<file path="config.mk">
export PLATFORM = sky130hd
export DESIGN_NAME = uef_regs
export DESIGN_NICKNAME = d
export VERILOG_FILES = /design/src/uef_pkg.sv /design/src/uef_regs.sv
export SDC_FILE = /design/constraint.sdc
export NUM_CORES = 1
export LEC_CHECK = 0
export ABC_CLOCK_PERIOD_IN_PS = 1850
export BUFFER_PORTS_ARGS = -buffer_cell sky130_fd_sc_hd__buf_4
export CORE_MARGIN = 3
export CORE_UTILIZATION = 44
export CTS_CLUSTER_SIZE = 14
export DETAILED_ROUTE_END_ITERATION = 6
export MAX_ROUTING_LAYER = met4
export PLACE_DENSITY = 0.84
export SETUP_SLACK_MARGIN = 0.3
export SYNTH_ARGS = -nofsm -noshare
export SYNTH_HDL_FRONTEND = slang
export SYNTH_SLANG_ARGS = --single-unit
</file>
<file path="constraint.sdc">
create_clock -name clk -period 1.85 [get_ports clk]
set_input_delay 0.37 -clock clk [delete_from_list [all_inputs] [get_ports clk]]
set_output_delay 0.37 -clock clk [all_outputs]
set_load 0.02 [all_outputs]
</file>
<file path="src/uef_pkg.sv">
// endpoint fifo-reset / interrupt register bank: shared constants and types
// assumes an 8-bit special function register port in the core clock domain
package uef_pkg;
   localparam int          EP_COUNT       = 3;
   localparam int          SRC_COUNT      = 5;
   localparam logic [7:0]  ADDR_IRQ_EN    = 8'hC2;
   localparam logic [7:0]  ADDR_FIFO_RST  = 8'hD5;
   localparam logic [7:0]  ADDR_IRQ_FLAGS = 8'hF8;
   localparam logic [7:0]  RESET_IRQ_EN   = 8'h00;
   localparam logic [7:0]  RESET_FIFO_RST = 8'h00;
   localparam int          SRC_IN_SENT    = 0;
   localparam int          SRC_OUT_BANK0  = 1;
   localparam int          SRC_SETUP      = 2;
   localparam int          SRC_STALL_CRC  = 3;
   localparam int          SRC_OUT_BANK1  = 4;

   // one endpoint's interrupt sources
   typedef struct packed {
      logic out_bank1_full_flag;
      logic stall_sent_or_crc_flag;
      logic setup_received_flag;
      logic out_bank0_full_flag;
      logic in_sent_flag;
   } uef_src_t;

   // special function register access
   typedef struct packed {
      logic       wr;
      logic       rd;
      logic [7:0] addr;
      logic [7:0] wdata;
   } uef_sfr_t;
endpackage

</file>
<file path="src/uef_regs.sv">
// endpoint fifo reset, interrupt enable and interrupt flag registers
// with the per-endpoint clear pulses and the gated usb interrupt request
// assumes sources and sfr strobes come from logic on clk, no synchronisers
// assumes each fifo empties itself on one clear pulse and stays empty while held
`timescale 1ns/100ps

// Functional notes
// - each endpoint bit 0..2 set then cleared resets that endpoint fifo
// - bits 7..3 of all three registers always read zero
// - fifo reset register resets to all zero
// - enable bit one allows that endpoint's interrupts, zero blocks them
// - flag register is read-only; writes have no effect
// - flag sets on any source and clears when all sources clear
// - flag raises usb interrupt only when its enable bit is set
// - five sources: in sent, out bank0, out bank1, setup, stall or crc
module uef_regs
(
   input  wire logic                              clk,
   input  wire logic                              rstn,
   input  wire uef_pkg::uef_sfr_t                 sfr,
   input  wire uef_pkg::uef_src_t [uef_pkg::EP_COUNT-1:0] ep_src,
   output logic [7:0]                             sfr_rdata,
   output logic [uef_pkg::EP_COUNT-1:0]           fifo_clear,
   output logic [uef_pkg::EP_COUNT-1:0]           fifo_held,
   output logic                                   usb_irq
);
   localparam int N = uef_pkg::EP_COUNT;

   logic [N-1:0] rst_q;
   logic [N-1:0] ien_q;
   logic [N-1:0] flag_q;
   logic [N-1:0] flag_d;
   logic [N-1:0] clear_q;
   logic [7:0]   rdata_q;
   logic         irq_q;

   // reduce one endpoint's sources to a pending level
   function automatic logic any_src(input uef_pkg::uef_src_t s);
      any_src = |s;
   endfunction

   // one write-strobe decode shared by every register and its checks
   function automatic logic wr_hit(input uef_pkg::uef_sfr_t s, input logic [7:0] a);
      wr_hit = s.wr && (s.addr == a);
   endfunction

   // fifo reset register; only low bits kept so upper bits read zero
   // a stray one in bits 7..3 is a firmware fault and is simply dropped
   always_ff @(posedge clk or negedge rstn)
   begin
      if (!rstn)
         rst_q <= uef_pkg::RESET_FIFO_RST[N-1:0];
      else if (wr_hit(sfr, uef_pkg::ADDR_FIFO_RST))
         rst_q <= sfr.wdata[N-1:0];
   end

   // interrupt enable register
   always_ff @(posedge clk or negedge rstn)
   begin
      if (!rstn)
         ien_q <= uef_pkg::RESET_IRQ_EN[N-1:0];
      else if (wr_hit(sfr, uef_pkg::ADDR_IRQ_EN))
         ien_q <= sfr.wdata[N-1:0];
   end

   // flags follow the sources; no write path reaches them
   generate
      for (genvar e = 0; e < N; e++)
      begin : g_flag
         assign flag_d[e] = any_src(ep_src[e]);
      end
   endgenerate

   always_ff @(posedge clk or negedge rstn)
   begin
      if (!rstn)
         flag_q <= '0;
      else
         flag_q <= flag_d;
   end

   // fifo clear pulse on the falling edge of the reset bit, one cycle wide;
   // the fifo is also held empty while the bit stays set
   always_ff @(posedge clk or negedge rstn)
   begin
      if (!rstn)
         clear_q <= '0;
      else if (wr_hit(sfr, uef_pkg::ADDR_FIFO_RST))
         clear_q <= rst_q & ~sfr.wdata[N-1:0];
      else
         clear_q <= '0;
   end

   assign fifo_clear = clear_q;
   assign fifo_held  = rst_q;

   // registered interrupt request gated by enables
   // one flop of lag keeps usb_irq free of glitches while sources settle
   always_ff @(posedge clk or negedge rstn)
   begin
      if (!rstn)
         irq_q <= 1'b0;
      else
         irq_q <= |(flag_d & ien_q);
   end

   assign usb_irq = irq_q;

   // read data; unmapped addresses read zero
   always_ff @(posedge clk or negedge rstn)
   begin
      if (!rstn)
         rdata_q <= 8'h00;
      else if (sfr.rd)
      begin
         case (sfr.addr)
            uef_pkg::ADDR_FIFO_RST:  rdata_q <= {{(8-N){1'b0}}, rst_q};
            uef_pkg::ADDR_IRQ_EN:    rdata_q <= {{(8-N){1'b0}}, ien_q};
            uef_pkg::ADDR_IRQ_FLAGS: rdata_q <= {{(8-N){1'b0}}, flag_q};
            default:                 rdata_q <= 8'h00;
         endcase
      end
   end

   assign sfr_rdata = rdata_q;

   // flag and interrupt checks; one cycle of lag behind the sources is the contract
   a_flag_follows: assert property (@(posedge clk) disable iff (!rstn)
      flag_q == $past(flag_d))
      else $error("flag not following sources");

   a_irq_gated: assert property (@(posedge clk) disable iff (!rstn)
      usb_irq |-> |($past(flag_d) & $past(ien_q)))
      else $error("irq while masked");

   a_irq_raised: assert property (@(posedge clk) disable iff (!rstn)
      (|(flag_d & ien_q)) |=> usb_irq)
      else $error("enabled flag gave no irq");

   a_irq_quiet: assert property (@(posedge clk) disable iff (!rstn)
      !(|(flag_d & ien_q)) |=> !usb_irq)
      else $error("irq without enabled flag");

   a_flags_ro: assert property (@(posedge clk) disable iff (!rstn)
      wr_hit(sfr, uef_pkg::ADDR_IRQ_FLAGS) |=> flag_q == $past(flag_d))
      else $error("flag write took effect");

   // endpoint 0 clear pulse; the loop below repeats the cause check, not the one-cycle width check, for every endpoint
   a_clear_pulse: assert property (@(posedge clk) disable iff (!rstn)
      fifo_clear[0] |=> !fifo_clear[0])
      else $error("clear pulse too long");

   a_clear_cause: assert property (@(posedge clk) disable iff (!rstn)
      fifo_clear[0] |-> $past(rst_q[0]) && !rst_q[0])
      else $error("clear without falling bit");

   // register contents move only on their own write strobe
   a_en_write: assert property (@(posedge clk) disable iff (!rstn)
      wr_hit(sfr, uef_pkg::ADDR_IRQ_EN) |=> ien_q == $past(sfr.wdata[N-1:0]))
      else $error("enable write lost");

   a_en_kept: assert property (@(posedge clk) disable iff (!rstn)
      !wr_hit(sfr, uef_pkg::ADDR_IRQ_EN) |=> $stable(ien_q))
      else $error("enable bits changed");

   a_held_reg: assert property (@(posedge clk) disable iff (!rstn)
      !wr_hit(sfr, uef_pkg::ADDR_FIFO_RST) |=> $stable(rst_q))
      else $error("fifo reset bits changed");

   a_held_write: assert property (@(posedge clk) disable iff (!rstn)
      wr_hit(sfr, uef_pkg::ADDR_FIFO_RST) |=> fifo_held == $past(sfr.wdata[N-1:0]))
      else $error("fifo reset write lost");

   // read path: data stands from the cycle after the strobe until the next read
   a_upper_zero: assert property (@(posedge clk) disable iff (!rstn)
      sfr_rdata[7:3] == 5'h00)
      else $error("upper bits not zero");

   a_rd_fifo: assert property (@(posedge clk) disable iff (!rstn)
      (sfr.rd && sfr.addr == uef_pkg::ADDR_FIFO_RST)
      |=> sfr_rdata == {{(8-N){1'b0}}, $past(rst_q)})
      else $error("fifo reset read wrong");

   a_rd_en: assert property (@(posedge clk) disable iff (!rstn)
      (sfr.rd && sfr.addr == uef_pkg::ADDR_IRQ_EN)
      |=> sfr_rdata == {{(8-N){1'b0}}, $past(ien_q)})
      else $error("enable read wrong");

   a_rd_flags: assert property (@(posedge clk) disable iff (!rstn)
      (sfr.rd && sfr.addr == uef_pkg::ADDR_IRQ_FLAGS)
      |=> sfr_rdata == {{(8-N){1'b0}}, $past(flag_q)})
      else $error("flag read wrong");

   a_rd_unmapped: assert property (@(posedge clk) disable iff (!rstn)
      (sfr.rd && sfr.addr != uef_pkg::ADDR_FIFO_RST && sfr.addr != uef_pkg::ADDR_IRQ_EN
         && sfr.addr != uef_pkg::ADDR_IRQ_FLAGS) |=> sfr_rdata == 8'h00)
      else $error("unmapped read not zero");

   a_rd_stands: assert property (@(posedge clk) disable iff (!rstn)
      !sfr.rd |=> $stable(sfr_rdata))
      else $error("read data moved without strobe");

   // per endpoint: a stuck or swapped index would slip past the endpoint 0 checks
   generate
      for (genvar e = 0; e < N; e++)
      begin : g_ep_chk
         a_ep_clear_fire: assert property (@(posedge clk) disable iff (!rstn)
            (wr_hit(sfr, uef_pkg::ADDR_FIFO_RST) && rst_q[e] && !sfr.wdata[e])
            |=> fifo_clear[e])
            else $error("endpoint clear pulse missing");

         a_ep_clear_why: assert property (@(posedge clk) disable iff (!rstn)
            fifo_clear[e] |-> $past(fifo_held[e]) && !fifo_held[e])
            else $error("endpoint clear without falling bit");

         a_ep_flag_set: assert property (@(posedge clk) disable iff (!rstn)
            (|ep_src[e]) |=> flag_q[e])
            else $error("endpoint flag not set by source");

         a_ep_flag_drop: assert property (@(posedge clk) disable iff (!rstn)
            !(|ep_src[e]) |=> !flag_q[e])
            else $error("endpoint flag kept without source");
      end
   endgenerate
endmodule

</file>
== After elaboration in Yosys (flattened, before gate mapping) ==
Cells that the tools add are included.
Storage, ports and cells
  output and inout port bits: 15
  word-level logic and storage cells: 20
  register bits: 21
  input port bits: 35
Cells by class
  mux-type cells: 2
  equal/unequal tests: 3
  bitwise logic cells: 3
  reductions and logical operators: 6
Operators with widths (count)
  == test 8 bit, second input constant: 3
  OR reduction 5 bit: 3
  one-hot mux 3 bit (3 select lines): 1
  AND 3 bit: 2
  2-to-1 mux 3 bit: 1
  inverter 3 bit: 1
  OR reduction 3 bit: 1
  logical AND 1 bit: 2

== Longest topological paths before layout ==
  word-level depth: 3
  mapped depth: 4
  gate-level depth less buffers: 4

== Worst setup path after synthesis ==
Ideal clock, no wire load.
  path type: input to register
  start point: in sfr[8] (netlist name)
  end point: reg ien_q[0]
  arrival time: 1.169 ns
  slack: 0.554 ns
  buffers on the path: 0
  setup time: 0.127 ns
  data required time: 1.723 ns
  cell stages on the path: 3
  path through: nor4b_4 nand3_2 mux2_1
On the way
  word-level cells in the longest chain between the ends: 2
Ends and longest elaborated chain
  start, declared: line uef_regs.sv:20  | input wire uef_pkg::uef_sfr_t sfr,
  == test 8 bit: line uef_regs.sv:44  | wr_hit = s.wr && (s.addr == a);
  logical AND 1 bit: line uef_regs.sv:44
  end signal, assigned: line uef_regs.sv:61  | ien_q <= uef_pkg::RESET_IRQ_EN[N-1:0];
  end signal, assigned: line uef_regs.sv:63  | ien_q <= sfr.wdata[N-1:0];
  end, declared: line uef_regs.sv:30  | logic [N-1:0] ien_q;
Every way passes these cells.
A chain may end at the register's enable or synchronous reset.

== Worst setup path after layout ==
Ends and elaborated chain as after synthesis.

==> results.ini <==
[setup_path]
crit_fanout = 5
worstSetupStartpoint = sfr[8]
cp_data_arrival_time_ps = 1430
endpoint_kind = register
cp_num_cells = 4
critPathTopFamily = simple AND/OR/NAND/NOR gates
crit_type = input pin to register
cp_slowest_stage_delay_ps = 430
cp-start-kind = input pin
r2r-end = sfr_rdata[1]
r2r_start = fifo_held[1]
worstPathCellList = buf_4 > nor4b_4 > nand3_2 > mux2_1
crit_required_ps = 2020
rrSetupSlack_ps = 860
r2r_cells = 3
cp_num_buf_inv = 1
cp-endpoint = ien_q[0]
slowest_stage = nor4b_4

[logic_synthesis]
synthTopCellsByCount = dfrtp_1, buf_4, inv_1, nand2_1
netlist.area_leader.share_pct = 51.70
ys_seq_elements = 16
async_flop_share_pct = 100.0
avgSynthCellArea_um2 = 12.10
yosys.area.top_type = dfrtp_1
synth_flop_cell = dfrtp_1
syn_inst = 64
synth_area_um2 = 774.5
ys_warn_count = 0
synth_most_common_cell = dfrtp_1
synth_edf_count = 0
yosysSeqAreaShare_pct = 51.70
synth_area_leaders = dfrtp_1, buf_4, mux2_1
synth.distinct_cells = 23

[sta]
finalSetupViolCount = 0
fin_crit_sh_pct = 68.31
max_freq_mhz = 791.3
fin_crit_ps = 1264
finClkSkew_ps = 3.148
rsz0062_at_grt = no
drv_slew = 0
final_hold_viol_count = 0
setup_ws_ps = 586.2
finalSetupTns_ps = 0
hold-worst-slack_ps = 249.9

[floorplanning]
initial_core_util_pct = 49.13
die_x_um = 47.96
num_rows = 14
die-area_um2 = 2300
core_area_um2 = 1577
ios = 50
die_h_um = 47.96

[route]
drtPass1Iterations = 5
finalWirelength_mm = 1.783
via_per_inst = 5.484
vias = 669
drcViolationCount = 0
drt-initial-drc-count = 6
wire_per_inst_um = 14.61
ant_nets = 0

[run]
max_cap_viol_count = 0

[hold_path]
hold_class = input pin to register

[finish]
layoutNonFillerInstCount = 122
syn2layout_area_growth_pct = 41.68
layout-drive-gt1-share_pct = 48.11
nets = 143
fin_util_pct = 69.60
antenna-diode-count = 0

[pwr]
leakagePower_nw = 0.5320
ir_drop_v = 0.0004723
power_density_nw_per_um2 = 597.6

[global_routing]
grt_pass1_wl_mm = 2.704
grt_pass1_vias = 659
grt_max_degree = 17
grt_usage_pct = 17.67
antenna_found_initial = 0
grt.overflow.total = 0

[outcome]
status = complete, no violations

[placement]
numPortBuffers = 39
dp_hpwl_mm = 1.462
place.gp.congestion = 0.7155
dp_slack_ps = 273.7
dp_cells = 118

[clocking]
cts_tree = yes
cts_buffer_depth = 2
cts-root-buf = clkbuf_4
clock_sinks = 16
clk_latency_ps = 280
cts_resized = 0
cts.clk_slew.worst_paths_ps = 80
htree_levels = 1
cts_buffers = 3

[per-stage QoR]
stage | cell area, um2 | total power [mW]
CTS | 1097 | 0.6630
finish | 1097 | 0.6557
floorplan | 789.5 | 0.4175
detailed placement | 1065 | 0.4865
global placement | 1065 | 0.4818
global route | 1097 | 0.6924
[state kept, by name, indices dropped and copies added, names as in the netlist]
register    cells
fifo_clear      3
ien_q           3
fifo_held       3
usb_irq         1
sfr_rdata       3
flag_q          3
[cell type report]
| class | instances | area [um2] |
|---|---|---|
| flip-flops and latches | 16 | 400.4 |
| repair buffers | 40 | 302.8 |
| multi-input cells | 43 | 336.6 |
| inverters | 4 | 15.01 |
| fillers | 134 | 479.2 |
| clock buffers | 3 | 22.52 |
| well taps | 16 | 20.02 |
[where the power goes]
part | switching [mW] | internal (mW) | total [mW]
registers | 0.00724 | 0.359 | 0.367
clock network | 0.0997 | 0.0755 | 0.175
logic | 0.0523 | 0.0616 | 0.114
[layout by cell type (no fill, tap or decap), drive strengths merged]
master,netlist,final
and4b,1,1
a22oi,3,3
inv,4,4
nand4b,1,1
nor4,1,1
o21a,1,1
a222oi,1,1
nor4b,1,1
mux2,6,6
nand2,4,4
dlygate4sd3,0,1
buf,5,39
dfrtp,16,16
nor3b,3,3
conb,1,5
o22ai,3,3
nor2,3,3
and4bb,1,1
o21ai,1,1
a22o,3,3
clkbuf,0,3
nand3,2,2
nor3,3,3
[cells by family after synthesis]
group / share of synthesized area [%]
DFF: 51.70
buffers and inverters: 6.785
AOI/OAI and AO/OA: 11.63
muxes: 8.723
and+or+nand+nor: 20.68
other: 0.4842
[how the worst min path moves through the flow]
stage               cells after the start  slack, ps   start             to
finish                                  2        250  sfr[2]  fifo_clear[2]
global route                            2        240  sfr[0]  fifo_clear[0]
CTS                                     2        240  sfr[2]  fifo_clear[2]
detailed placement                      1        240    rstn   fifo_held[1]
global placement                        1        240    rstn  fifo_clear[1]
floorplan                               0         70    rstn  fifo_clear[0]
[layer usage]
metal | up-vias | routed length [um] | track usage, %
met5 | - | 0 | -
met4 | 0 | 37 | 9.140
met3 | 4 | 131 | 2.632
met1 | 317 | 649 | 17.63
li1 | 314 | - | -
met2 | 34 | 965 | 32.45
[what timing repair did]
item / CTS / global route
setup buffers: 0 / 0
endpoints found under the setup margin: 0 / 0
hold buffers: 1 / 0
endpoints found under the hold margin: 16 / 0
(Power assumes the default switching activity.)
